## config.mk

```make
export PLATFORM = sky130hd
export DESIGN_NAME = rx_channel_address_assign
export DESIGN_NICKNAME = d
export VERILOG_FILES = /design/src/rtl/rx_addr_pkg.sv /design/src/rtl/rx_addr_match.sv /design/src/rtl/rx_channel_address_assign.sv
export SDC_FILE = /design/constraint.sdc
export NUM_CORES = 1
export LEC_CHECK = 0
export BUFFER_PORTS_ARGS = -buffer_cell sky130_fd_sc_hd__buf_4
export CAP_MARGIN = 0
export CORE_UTILIZATION = 40
export DETAILED_ROUTE_END_ITERATION = 16
export PLACE_DENSITY = 0.69
export SLEW_MARGIN = 40
export SYNTH_ARGS = -nofsm -noshare
export SYNTH_HDL_FRONTEND = slang
export SYNTH_SLANG_ARGS = --single-unit
```

## constraint.sdc

```tcl
create_clock -name i_ref_clk -period 4.6 [get_ports i_ref_clk]
set_clock_uncertainty 0.15 [all_clocks]
set_input_delay 0.92 -clock i_ref_clk [delete_from_list [all_inputs] [get_ports i_ref_clk]]
set_output_delay 0.92 -clock i_ref_clk [all_outputs]
set_load 0.02 [all_outputs]
```

## src/rtl/rx_addr_pkg.sv

```systemverilog
// constants, types and helpers for the receive cell port address block
package rx_addr_pkg;

  localparam int N_CHAN = 4;
  localparam int CH_W = 2;
  localparam int ADDR_W = 5;
  localparam int REG_W = 8;
  localparam int HADDR_W = 32;
  localparam int HDATA_W = 32;

  // register indices; the byte address is four times the index
  localparam logic [11:0] CTRL_IDX = 12'h0503;
  localparam logic [11:0] ADDR_VAL_IDX = 12'h0513;
  localparam logic [11:0] ADDR_PTR_IDX = 12'h0517;
  localparam logic [11:0] STATUS_IDX = 12'h0520;
  localparam logic [17:0] IDX_UPPER_ZERO = 18'h0_0000;
  localparam logic [1:0] WORD_LANE = 2'h0;

  // control register layout and reset value
  localparam int MPHY_BIT = 6;
  localparam logic [REG_W-1:0] CTRL_RST = 8'hCC;

  // address and pointer fields
  localparam logic [ADDR_W-1:0] RESERVED_ADDR = 5'h1F;
  localparam logic [ADDR_W-1:0] ADDR_RST = 5'h1F;
  localparam logic [ADDR_W-1:0] PTR_RST = 5'h00;
  localparam logic [ADDR_W-1:0] PTR_LIMIT = 5'h04;

  // status register layout
  localparam int ST_CLAV_OE = 0;
  localparam int ST_CLAV = 1;
  localparam int ST_HIT_CH = 2;
  localparam int ST_SEL = 4;
  localparam int ST_SEL_CH = 5;
  localparam int ST_MPHY = 7;

  // link pin bundle: clock, enable, five address bits
  localparam int LINK_W = 7;
  localparam int LK_CLK = 0;
  localparam int LK_EN_N = 1;
  localparam int LK_ADDR = 2;

  localparam logic [1:0] HTRANS_NONSEQ_BIT = 2'h2;
  localparam logic [1:0] HRESP_OKAY = 2'h0;

  typedef logic [N_CHAN-1:0][ADDR_W-1:0] chan_addr_t;

  typedef enum logic {
    LINK_IDLE,
    LINK_SELECTED
  } link_state_t;

  // the reserved all-ones value never names a channel
  function automatic logic addr_hit(input logic [ADDR_W-1:0] bus_addr,
                                    input logic [ADDR_W-1:0] stored);
    addr_hit = (bus_addr == stored) && (stored != RESERVED_ADDR);
  endfunction

  function automatic logic reg_hit(input logic [HADDR_W-1:0] addr,
                                   input logic [11:0] idx);
    reg_hit = (addr == {IDX_UPPER_ZERO, idx, WORD_LANE});
  endfunction

endpackage

```

## src/rtl/rx_addr_match.sv

```systemverilog
// compares the sampled bus address with the four stored receive addresses
`timescale 1ns/1ns
module rx_addr_match
  import rx_addr_pkg::*;
(
  // clock and reset
  input wire logic i_ref_clk,
  input wire logic i_sys_rst,
  // sample strobe and sampled bus address
  input wire logic i_sample,
  input wire logic [ADDR_W-1:0] i_bus_addr,
  // stored receive addresses, one per channel
  input wire chan_addr_t i_chan_addr,
  // registered result
  output logic o_hit,
  output logic [CH_W-1:0] o_chan
);

  logic [N_CHAN-1:0] hit_vec;
  logic any_hit;
  logic [CH_W-1:0] hit_chan;

  // only receive addresses take part; transmit ones live elsewhere
  always_comb begin
    for (int c = 0; c < N_CHAN; c++) begin
      hit_vec[c] = addr_hit(i_bus_addr, i_chan_addr[c]);
    end
  end

  assign any_hit = |hit_vec;

  // lowest channel wins should software break the uniqueness promise
  always_comb begin
    hit_chan = '0;
    for (int c = N_CHAN - 1; c >= 0; c--) begin
      if (hit_vec[c]) begin
        hit_chan = CH_W'(c);
      end
    end
  end

  always_ff @(posedge i_ref_clk or posedge i_sys_rst) begin
    if (i_sys_rst) begin
      o_hit <= 1'b0;
      o_chan <= '0;
    end else if (i_sample) begin
      o_hit <= any_hit;
      o_chan <= hit_chan;
    end
  end

endmodule

```

## src/rtl/rx_channel_address_assign.sv

```systemverilog
// receive cell port: per-channel bus address assignment and polling answer
//
// What this block does
// - channel-select register points the assignment pointer at channel 0..3.
// - address write stores into the pointed channel only; others unchanged.
// - receive address writes never touch any transmit address.
// - multi-PHY enabled means polling answers once a channel's receive address is written; reset leaves all four reserved.
// - shared outputs are driven only while this device is addressed.
// - one five-bit bus addresses all blocks; each decodes its own.
// - receive decoder compares only against receive addresses.
// - control register bit 6 enables multi-PHY operation.
// - each receive channel is identified by a five-bit address.
// - sample address each link clock rise; no match keeps clav released.
// - on match drive clav high if a full cell waits, else low.
//
// The AHB-Lite register port was decided locally.
`timescale 1ns/1ns
module rx_channel_address_assign
  import rx_addr_pkg::*;
(
  // clock and reset
  input wire logic i_ref_clk,
  input wire logic i_sys_rst,
  // ahb-lite slave
  input wire logic i_hsel,
  input wire logic [HADDR_W-1:0] i_haddr,
  input wire logic [1:0] i_htrans,
  input wire logic i_hwrite,
  input wire logic [2:0] i_hsize,
  input wire logic [HDATA_W-1:0] i_hwdata,
  input wire logic i_hready,
  output logic [HDATA_W-1:0] o_hrdata,
  output logic o_hreadyout,
  output logic [1:0] o_hresp,
  // receive cell bus pins from the layer processor
  input wire logic i_rx_cell_bus_clock,
  input wire logic i_rx_read_enable_n,
  input wire logic [ADDR_W-1:0] i_rx_phy_address_in,
  // receive buffer fill status, one bit per channel
  input wire logic [N_CHAN-1:0] i_rx_cell_ready,
  // cell-available pin; multi-PHY releases it when not addressed, single-PHY always drives it
  output logic o_rx_cell_available,
  output logic o_rx_cell_available_oe,
  // selection towards the cell transfer logic
  output logic o_rx_shared_drive_en,
  output logic o_rx_channel_selected,
  output logic [CH_W-1:0] o_rx_selected_channel,
  output logic o_multi_phy_enable
);

  // register state
  logic [REG_W-1:0] ctrl_reg;
  logic [REG_W-1:0] ctrl_next;
  logic [ADDR_W-1:0] rx_channel_select_reg;
  logic [ADDR_W-1:0] rx_channel_select_next;
  chan_addr_t rx_addr_reg;
  chan_addr_t rx_addr_next;

  // bus data phase state
  logic wr_pend_reg;
  logic [HADDR_W-1:0] wr_addr_reg;
  logic [HDATA_W-1:0] hrdata_reg;
  logic [HDATA_W-1:0] hrdata_next;

  // link synchroniser and filtered levels
  logic [LINK_W-1:0] sync1_reg;
  logic [LINK_W-1:0] sync2_reg;
  logic [LINK_W-1:0] sync3_reg;
  logic [LINK_W-1:0] link_reg;
  logic [LINK_W-1:0] link_next;
  logic link_clk_prev_reg;
  logic link_rise_d_reg;

  // link side state
  link_state_t link_state_reg;
  link_state_t link_state_next;
  logic [CH_W-1:0] sel_chan_reg;
  logic [CH_W-1:0] sel_chan_next;

  // matcher results
  logic hit;
  logic [CH_W-1:0] hit_chan;

  // bus decode
  wire addr_phase = i_hsel & i_hready & i_htrans[1];
  wire wr_req = addr_phase & i_hwrite;
  wire rd_req = addr_phase & ~i_hwrite;
  wire wr_ctrl = wr_pend_reg & reg_hit(wr_addr_reg, CTRL_IDX);
  wire wr_val = wr_pend_reg & reg_hit(wr_addr_reg, ADDR_VAL_IDX);
  wire wr_ptr = wr_pend_reg & reg_hit(wr_addr_reg, ADDR_PTR_IDX);
  wire [REG_W-1:0] wdata_byte = i_hwdata[REG_W-1:0];
  wire [ADDR_W-1:0] wdata_field = i_hwdata[ADDR_W-1:0];

  // pointer values above the last channel select nothing
  function automatic logic ptr_ok(input logic [ADDR_W-1:0] ptr);
    ptr_ok = (ptr < PTR_LIMIT);
  endfunction

  function automatic logic [CH_W-1:0] ptr_chan_of(
      input logic [ADDR_W-1:0] ptr);
    ptr_chan_of = ptr[CH_W-1:0];
  endfunction

  wire ptr_valid = ptr_ok(rx_channel_select_reg);
  wire [CH_W-1:0] ptr_chan = ptr_chan_of(rx_channel_select_reg);
  wire ptr_next_valid = ptr_ok(rx_channel_select_next);
  wire [CH_W-1:0] ptr_next_chan = ptr_chan_of(rx_channel_select_next);

  wire multi_phy = ctrl_reg[MPHY_BIT];

  // link edge and sampled bus
  wire link_clk = link_reg[LK_CLK];
  wire link_rise = link_clk & ~link_clk_prev_reg;
  wire link_en_n = link_reg[LK_EN_N];
  wire [ADDR_W-1:0] link_addr = link_reg[LK_ADDR +: ADDR_W];

  // register writes land in the data phase
  always_comb begin
    ctrl_next = ctrl_reg;
    rx_channel_select_next = rx_channel_select_reg;
    rx_addr_next = rx_addr_reg;
    if (wr_ctrl) begin
      ctrl_next = wdata_byte;
    end
    if (wr_ptr) begin
      rx_channel_select_next = wdata_field;
    end
    // only the pointed channel's receive address changes
    if (wr_val && ptr_valid) begin
      rx_addr_next[ptr_chan] = wdata_field;
    end
  end

  // read mux looks at next values so a read right after a write sees it
  always_comb begin
    hrdata_next = '0;
    if (rd_req) begin
      if (reg_hit(i_haddr, CTRL_IDX)) begin
        hrdata_next[REG_W-1:0] = ctrl_next;
      end else if (reg_hit(i_haddr, ADDR_PTR_IDX)) begin
        hrdata_next[ADDR_W-1:0] = rx_channel_select_next;
      end else if (reg_hit(i_haddr, ADDR_VAL_IDX)) begin
        if (ptr_next_valid) begin
          hrdata_next[ADDR_W-1:0] = rx_addr_next[ptr_next_chan];
        end
      end else if (reg_hit(i_haddr, STATUS_IDX)) begin
        hrdata_next[ST_CLAV_OE] = o_rx_cell_available_oe;
        hrdata_next[ST_CLAV] = o_rx_cell_available;
        hrdata_next[ST_HIT_CH +: CH_W] = hit_chan;
        hrdata_next[ST_SEL] = o_rx_channel_selected;
        hrdata_next[ST_SEL_CH +: CH_W] = sel_chan_reg;
        hrdata_next[ST_MPHY] = multi_phy;
      end
    end
  end

  always_ff @(posedge i_ref_clk or posedge i_sys_rst) begin
    if (i_sys_rst) begin
      ctrl_reg <= CTRL_RST;
      rx_channel_select_reg <= PTR_RST;
      rx_addr_reg <= {N_CHAN{ADDR_RST}};
    end else begin
      ctrl_reg <= ctrl_next;
      rx_channel_select_reg <= rx_channel_select_next;
      rx_addr_reg <= rx_addr_next;
    end
  end

  always_ff @(posedge i_ref_clk or posedge i_sys_rst) begin
    if (i_sys_rst) begin
      wr_pend_reg <= 1'b0;
      wr_addr_reg <= '0;
      hrdata_reg <= '0;
    end else begin
      if (i_hready) begin
        wr_pend_reg <= wr_req;
        wr_addr_reg <= i_haddr;
        hrdata_reg <= hrdata_next;
      end
    end
  end

  // never stretched, never an error; unmapped reads give zero
  assign o_hrdata = hrdata_reg;
  assign o_hreadyout = 1'b1;
  assign o_hresp = HRESP_OKAY;

  // three-stage synchroniser; a bit is accepted once stages two and three
  // agree, which filters a one-sample glitch at the cost of a cycle
  always_ff @(posedge i_ref_clk or posedge i_sys_rst) begin
    if (i_sys_rst) begin
      sync1_reg <= '0;
      sync2_reg <= '0;
      sync3_reg <= '0;
    end else begin
      sync1_reg <= {i_rx_phy_address_in, i_rx_read_enable_n,
                    i_rx_cell_bus_clock};
      sync2_reg <= sync1_reg;
      sync3_reg <= sync2_reg;
    end
  end

  always_comb begin
    for (int b = 0; b < LINK_W; b++) begin
      link_next[b] = (sync2_reg[b] == sync3_reg[b]) ? sync3_reg[b]
                                                     : link_reg[b];
    end
  end

  always_ff @(posedge i_ref_clk or posedge i_sys_rst) begin
    if (i_sys_rst) begin
      link_reg <= '0;
      link_clk_prev_reg <= 1'b0;
      link_rise_d_reg <= 1'b0;
    end else begin
      link_reg <= link_next;
      link_clk_prev_reg <= link_clk;
      link_rise_d_reg <= link_rise;
    end
  end

  // address compared with all four receive addresses at each link rise
  rx_addr_match u_match (
    .i_ref_clk(i_ref_clk),
    .i_sys_rst(i_sys_rst),
    .i_sample(link_rise),
    .i_bus_addr(link_addr),
    .i_chan_addr(rx_addr_reg),
    .o_hit(hit),
    .o_chan(hit_chan)
  );

  // the matcher answers one cycle after the rise, so selection acts then;
  // with enable negated a match selects and a miss hands the bus on
  wire select_rise = link_rise_d_reg & link_en_n & multi_phy;

  always_comb begin
    link_state_next = link_state_reg;
    sel_chan_next = sel_chan_reg;
    unique case (link_state_reg)
      LINK_IDLE: begin
        if (select_rise && hit) begin
          link_state_next = LINK_SELECTED;
          sel_chan_next = hit_chan;
        end
      end
      LINK_SELECTED: begin
        if (select_rise && hit) begin
          sel_chan_next = hit_chan;
        end else if (select_rise || !multi_phy) begin
          link_state_next = LINK_IDLE;
        end
      end
    endcase
  end

  always_ff @(posedge i_ref_clk or posedge i_sys_rst) begin
    if (i_sys_rst) begin
      link_state_reg <= LINK_IDLE;
      sel_chan_reg <= '0;
    end else begin
      link_state_reg <= link_state_next;
      sel_chan_reg <= sel_chan_next;
    end
  end

  // hit was taken one cycle after the rise with the address of that
  // rise, so polling answers well inside one link clock period
  wire clav_drive = multi_phy ? hit : 1'b1;
  wire clav_level = multi_phy ? i_rx_cell_ready[hit_chan]
                              : |i_rx_cell_ready;

  always_ff @(posedge i_ref_clk or posedge i_sys_rst) begin
    if (i_sys_rst) begin
      o_rx_cell_available <= 1'b0;
      o_rx_cell_available_oe <= 1'b0;
    end else begin
      o_rx_cell_available_oe <= clav_drive;
      o_rx_cell_available <= clav_drive & clav_level;
    end
  end

  // data and start-of-cell outputs belong to the cell transfer logic
  wire selected = (link_state_reg == LINK_SELECTED);

  always_ff @(posedge i_ref_clk or posedge i_sys_rst) begin
    if (i_sys_rst) begin
      o_rx_shared_drive_en <= 1'b0;
      o_rx_channel_selected <= 1'b0;
      o_rx_selected_channel <= '0;
    end else begin
      o_rx_shared_drive_en <= selected & ~link_en_n;
      o_rx_channel_selected <= selected;
      o_rx_selected_channel <= sel_chan_reg;
    end
  end

  assign o_multi_phy_enable = multi_phy;

endmodule

```

== Yosys cells after proc, flatten, opt, wreduce, memory -nomap -nowiden ==
Cells that the tools add are included.

* Register bits after elaboration: 116
* Output and inout bits: 42
* Input port bits: 85
* Word-level logic and storage cells: 114

* Multiplexer cells: 29
* Equal/unequal tests: 22
* Bitwise logic cells: 16
* Order comparisons: 6
* Reduce and logical (&&, ||, !) cells: 11

{| class="wikitable"
|+ Operators with widths
! cell !! number
|-
| == test 32 x 13 -> 1 bit (second input constant) || 7
|-
| 2-to-1 mux 8 bit || 4
|-
| 2-to-1 mux 5 bit || 6
|-
| bitwise mux 20 bit || 1
|-
| == test 5 bit || 4
|-
| 2-to-1 mux 20 bit || 1
|-
| != test 5 bit (second input constant) || 4
|-
| AND 1 bit || 12
|-
| binary-select mux 5 bit (select 2 bit) || 1
|-
| demux 5 bit (select 2 bit) || 1
|-
| < comparator 5 x 3 -> 1 bit (second input constant) || 2
|-
| 2-to-1 mux 2 bit || 5
|-
| < comparator 2 x 3 -> 1 bit (second input constant) || 3
|-
| OR reduction 4 bit || 2
|-
| == test 1 bit || 7
|-
| logical AND 1 bit || 7
|-
| 2-to-1 mux 1 bit || 6
|-
| 2-to-1 mux 3 bit || 2
|-
| NOT 1 bit || 4
|-
| binary-select mux 1 bit (select 2 bit) || 1
|-
| greater-or-equal comparator 2 x 1 -> 1 bit (second input constant) || 1
|-
| case mux 1 bit (2 select lines) || 1
|-
| zero test 1 bit || 1
|-
| logical OR 1 bit || 1
|}

== Longest topological paths before layout ==
* Depth after elaboration: 13
* Depth in mapped cells: 10
* Mapped depth without buffers: 8

== Cells and area by module ==
From an unflattened synthesis, not the netlist that was laid out.

* Cells, all modules: 416
* Area total of the unflattened synthesis: 5335.1 sq um

{| class="wikitable"
|+ Modules (own cells, without submodules)
! module !! area each (sq um) !! times used !! cells an instance !! seq. area each (sq um)
|-
| rx_channel_address_assign || 4948.5 || 1 || 367 || 2857.7
|-
| rx_addr_match || 386.6 || 1 || 49 || 75.1
|}

== Worst setup path after synthesis ==
OpenSTA, ideal clock, no wires.

* Kind: input to register
* Start: in i_hready
* End: reg hrdata_reg[3], in the netlist o_hrdata[3]
* Path slack: 1.730 ns
* Library setup time: 0.124 ns
* Required time: 4.326 ns
* Buffers on the path: 2
* Stages on the path: 7
* Data arrival time: 2.596 ns
* Path through: clkbuf_1 -> inv_1 -> or3_1 -> dlygate4sd3_1 -> nor2_1 -> a221o_2 -> o31a_1

* Word-level cells in the longest chain between the ends: 4

{| class="wikitable"
|+ Ends and longest elaborated chain
! element !! line !! RTL
|-
| from (decl) || rx_channel_address_assign.sv:31 || <nowiki>input wire logic i_hready,</nowiki>
|-
| AND 1 bit (2 in a row) || rx_channel_address_assign.sv:85 || <nowiki>wire addr_phase = i_hsel & i_hready & i_htrans[1];</nowiki>
|-
| AND 1 bit || rx_channel_address_assign.sv:87 || <nowiki>wire rd_req = addr_phase & ~i_hwrite;</nowiki>
|-
| 2-to-1 mux 8 bit || rx_channel_address_assign.sv:137 || <nowiki>if (rd_req) begin</nowiki>
|-
| to (signal assigned) || rx_channel_address_assign.sv:178 || <nowiki>hrdata_reg <= hrdata_next;</nowiki>
|-
| to (decl) || rx_channel_address_assign.sv:62 || <nowiki>logic [HDATA_W-1:0] hrdata_reg;</nowiki>
|}

Parallel ways exist; a longest one is shown, timed or not.
A chain may end at the register's enable or synchronous reset.

== Worst setup path in the final report ==
* Start: reg wr_addr_reg[21]
* End: reg hrdata_reg[2], in the netlist o_hrdata[2]

* Elaborated cells between the ends (all ways): 18
* Those cells by class: order compare (1); eq/ne (3); mux (10); bitwise (3); reduce/logical (1)

{| class="wikitable"
|+ RTL lines
! element !! line !! RTL
|-
| from (decl) || rx_channel_address_assign.sv:61 || <nowiki>logic [HADDR_W-1:0] wr_addr_reg;</nowiki>
|-
| from (signal assigned) || rx_channel_address_assign.sv:177 || <nowiki>wr_addr_reg <= i_haddr;</nowiki>
|-
| == test 32 x 13 -> 1 bit * || rx_addr_pkg.sv:61 || <nowiki>reg_hit = (addr == {IDX_UPPER_ZERO, idx, WORD_LANE});</nowiki>
|-
| AND 1 bit * || rx_channel_address_assign.sv:90 || <nowiki>wire wr_ptr = wr_pend_reg & reg_hit(wr_addr_reg, ADDR_PTR_IDX);</nowiki>
|-
| 2-to-1 mux 5 bit * || rx_channel_address_assign.sv:125 || <nowiki>if (wr_ptr) begin</nowiki>
|-
| named net rx_channel_select_next[1] || rx_channel_address_assign.sv:55 || <nowiki>logic [ADDR_W-1:0] rx_channel_select_next;</nowiki>
|-
| parallel branches: the longest is 2 deep, another holds < comparator 5 x 3 -> 1 bit || n/a ||
|-
| 2-to-1 mux 5 bit * || rx_channel_address_assign.sv:143 || <nowiki>if (ptr_next_valid) begin</nowiki>
|-
| 2-to-1 mux 5 bit * || rx_channel_address_assign.sv:142 || <nowiki>end else if (reg_hit(i_haddr, ADDR_VAL_IDX)) begin</nowiki>
|-
| 2-to-1 mux 5 bit * || rx_channel_address_assign.sv:140 || <nowiki>end else if (reg_hit(i_haddr, ADDR_PTR_IDX)) begin</nowiki>
|-
| 2-to-1 mux 8 bit * || rx_channel_address_assign.sv:138 || <nowiki>if (reg_hit(i_haddr, CTRL_IDX)) begin</nowiki>
|-
| 2-to-1 mux 8 bit * || rx_channel_address_assign.sv:137 ||
|}

Mark *: on every way through the listed nets, which the timed path passes. The select of a mux whose other input is x is not followed.

==> results.tsv <==
metric	value	unit
status	finished, final reports clean	
power.leakage	2.87	nW
vias_per_cell	5.36	
first_iter_violations	224	
powerDensity	394	mW/mm^2
r2r_cells	8	
cts-buffers-inserted	17	
drt_wl_total	12600	microns
min_path_cells	0	
final_cells	707	
synth-edff-count	0	
min_period	3.80	ns
postLayoutCellArea	0.00667	sq mm
slew_viol_final	0	
post_synth.cell_area_avg	12.4	sq um
synthToLayoutAreaGrowth	21.0	%
finalSetupViolations	0	
synth_cells	445	
tns	0	ns
start_util	0.413	
root_buffer	clkbuf_16	
cts.clk_slew.worst_paths	0.05	ns
worstSkewPairLatency	0.41	ns
r2r_start	wr_addr_reg[21]$_DFFE_PP0P_	
htree_levels	4	
cts_post_setup_buffers_inserted	0	
coreArea	0.0133	sq mm
vias	3787	
worst_pin_slew	0.724	ns
die_h	119	microns
grt_pass1_wl	21200	microns
cp-end-kind	flop	
yosysUniqueCellTypes	65	
cts.hold.buffers_added	0	
worstPathRequired	4.77	ns
dp_hpwl	9160	microns
ys.flop_type	dfrtp_1	
antennaDiodeCount	0	
seqCellArea	0.00293	sq mm
yosysWarnings	0	
cts_tree	built	
period_share	0.826	
min-delay-start	sync1_reg[6]$_DFF_PP0_	
hold_violations	0	
cts_sinks	116	
crit_fanout	8	
rows	42	
ctsLongestPathBuffers	2	
timing.fmax	0.263	GHz
relSlewSlack	0.510	
routedWlPerCell	17.8	microns
placedCellCount	676	
first_pass_iters	4	
multi_input_area	0.00235	sq mm
post_cts_resized	0	
numPortBuffers	71	
antenna_found_initial	0	
grt_pass1_vias	4032	
combPwrFrac	0.081	
cap_violations	0	
r2r-end	o_hrdata[2]$_DFFE_PP0P_	
die_x	119	microns
synth-seq-cells	116	
clockPowerShare	0.481	
crit_path_start_kind	flop	
seqPwrFrac	0.438	
route.detailed.drc	0	
rsz0062_at_grt	no	
grt_remaining_overflow	0	
hold_end	sync2_reg[6]$_DFF_PP0_	
ir_worst_vdd	0.000278	V
fp.dieArea	0.0142	sq mm
switching_share	0.226	
grt_max_degree	65	
fillers	1203	
synth_area	0.00551	sq mm
ant_nets	0	
nets	604	
worstSetupPathType	flop to flop	
grt_use_total	0.195	
p_int	0.00203	W
hold_path.class	flop to flop	
post_dp_cell_area	0.00609	sq mm
finalWeightedCongestion	0.854	
hold_slack	0.196	ns
ioPinCount	127	
crit_arrival	3.97	ns
seq_area_frac_synth	0.532	
drive_gt1_frac	0.386	
async_reset_ff_frac	1.00	
power_switching	0.000593	W
r2r_slack	0.80	ns
largest_reg_flops	32	
-- stage by stage --
| step | utilization | setup slack [ns] | total power [W] |
|---|---|---|---|
| 2_1_floorplan | - | 0.497 | 0.00130 |
| 3_3_place_gp | 0.456 | 1.04 | 0.00137 |
| 3_5_place_dp | 0.456 | 0.987 | 0.00138 |
| 4_1_cts | 0.499 | 0.926 | 0.00266 |
| 5_1_grt | 0.499 | 0.654 | 0.00273 |
| 6_report | 0.499 | 0.799 | 0.00263 |
-- metal layers --
metal | track usage | vias up | share of wire
met2 | 0.322 | 106 | 0.50
li1 | - | 1736 | -
met5 | 0 | - | 0
met4 | 0.0578 | 0 | 0.012
met1 | 0.247 | 1932 | 0.44
met3 | 0.0565 | 13 | 0.047
-- logic make-up (layout without fill, tap and decap cells) --
group / Yosys count / count (layout) / share of synthesized area
mux: 76 / 76 / 0.156
simple gates: 124 / 124 / 0.143
xor+xnor: 16 / 16 / 0.0254
buf+inv: 51 / 112 / 0.0577
flops: 116 / 116 / 0.532
fa+ha+maj: 7 / 7 / 0.0127
compound gates: 53 / 53 / 0.0718
other cells: 2 / 27 / 0.00136
-- how the worst max path moves through the flow --
stage,start,end,slack (ns),cells after the start
2_1_floorplan,i_sys_rst,ctrl_reg[0]$_DFF_PP0_,0.50,1
4_1_cts,wr_addr_reg[21]$_DFFE_PP0P_,o_hrdata[2]$_DFFE_PP0P_,0.93,8
3_3_place_gp,wr_addr_reg[21]$_DFFE_PP0P_,o_hrdata[2]$_DFFE_PP0P_,1.04,8
6_report,wr_addr_reg[21]$_DFFE_PP0P_,o_hrdata[2]$_DFFE_PP0P_,0.80,8
5_1_grt,wr_addr_reg[21]$_DFFE_PP0P_,o_hrdata[2]$_DFFE_PP0P_,0.65,8
3_5_place_dp,wr_addr_reg[21]$_DFFE_PP0P_,o_hrdata[2]$_DFFE_PP0P_,0.99,8
-- Yosys cell counts, types with 6 or more instances --
master,count,area share
dfrtp_1,92,0.42
mux2_2,63,0.13
buf_4,27,0.037
dfstp_2,24,0.11
nor2_1,16,0.011
nand2_1,14,0.0095
xor2_1,14,0.022
nand3_1,13,0.012
nor4_1,13,0.015
clkbuf_1,12,0.0082
mux2i_1,11,0.020
nand4_1,11,0.012
o21ai_0,10,0.0091
nor3_1,9,0.0082
inv_1,8,0.0054
maj3_1,7,0.013
o2bb2ai_1,6,0.0095
-- critical path: stages (launching register included) --
cell and delay (ns):
dfrtp_1 0.38, nor4_1 0.52, nand4_2 0.33, nor3_1 0.55, mux2i_1 0.65, inv_1 0.23, a2111oi_0 0.59, a21boi_0 0.19
o21ai_1 0.13
-- power by group through the flow --
stage,clock network [W],registers (W),logic (W)
finish,0.00126,0.00115,0.000212
floorplan,0,0.00114,0.000165
detailed placement,0,0.00116,0.000214
global route,0.00134,0.00116,0.000236
global placement,0,0.00116,0.000206
CTS,0.00129,0.00115,0.000215
-- area by class of cell --
| cell class | instances | area share |
|---|---|---|
| clock inverter | 3 | 0.00601 |
| tap | 176 | 0.0330 |
| multi-input combinational | 303 | 0.353 |
| timing repair buffer | 73 | 0.0822 |
| sequential | 116 | 0.440 |
| clock buffer | 28 | 0.0805 |
| inverter | 8 | 0.00526 |
-- placed cells by master (no fill, tap or decap), drive strengths merged, types with 14 or more instances in the layout --
cell type,count
dfstp,24
conb,27
buf,73
mux2,64
nor4,16
nor2,16
xor2,14
nand2,14
dfrtp,92
clkbuf,28
Power figures use the tool's default switching activity.
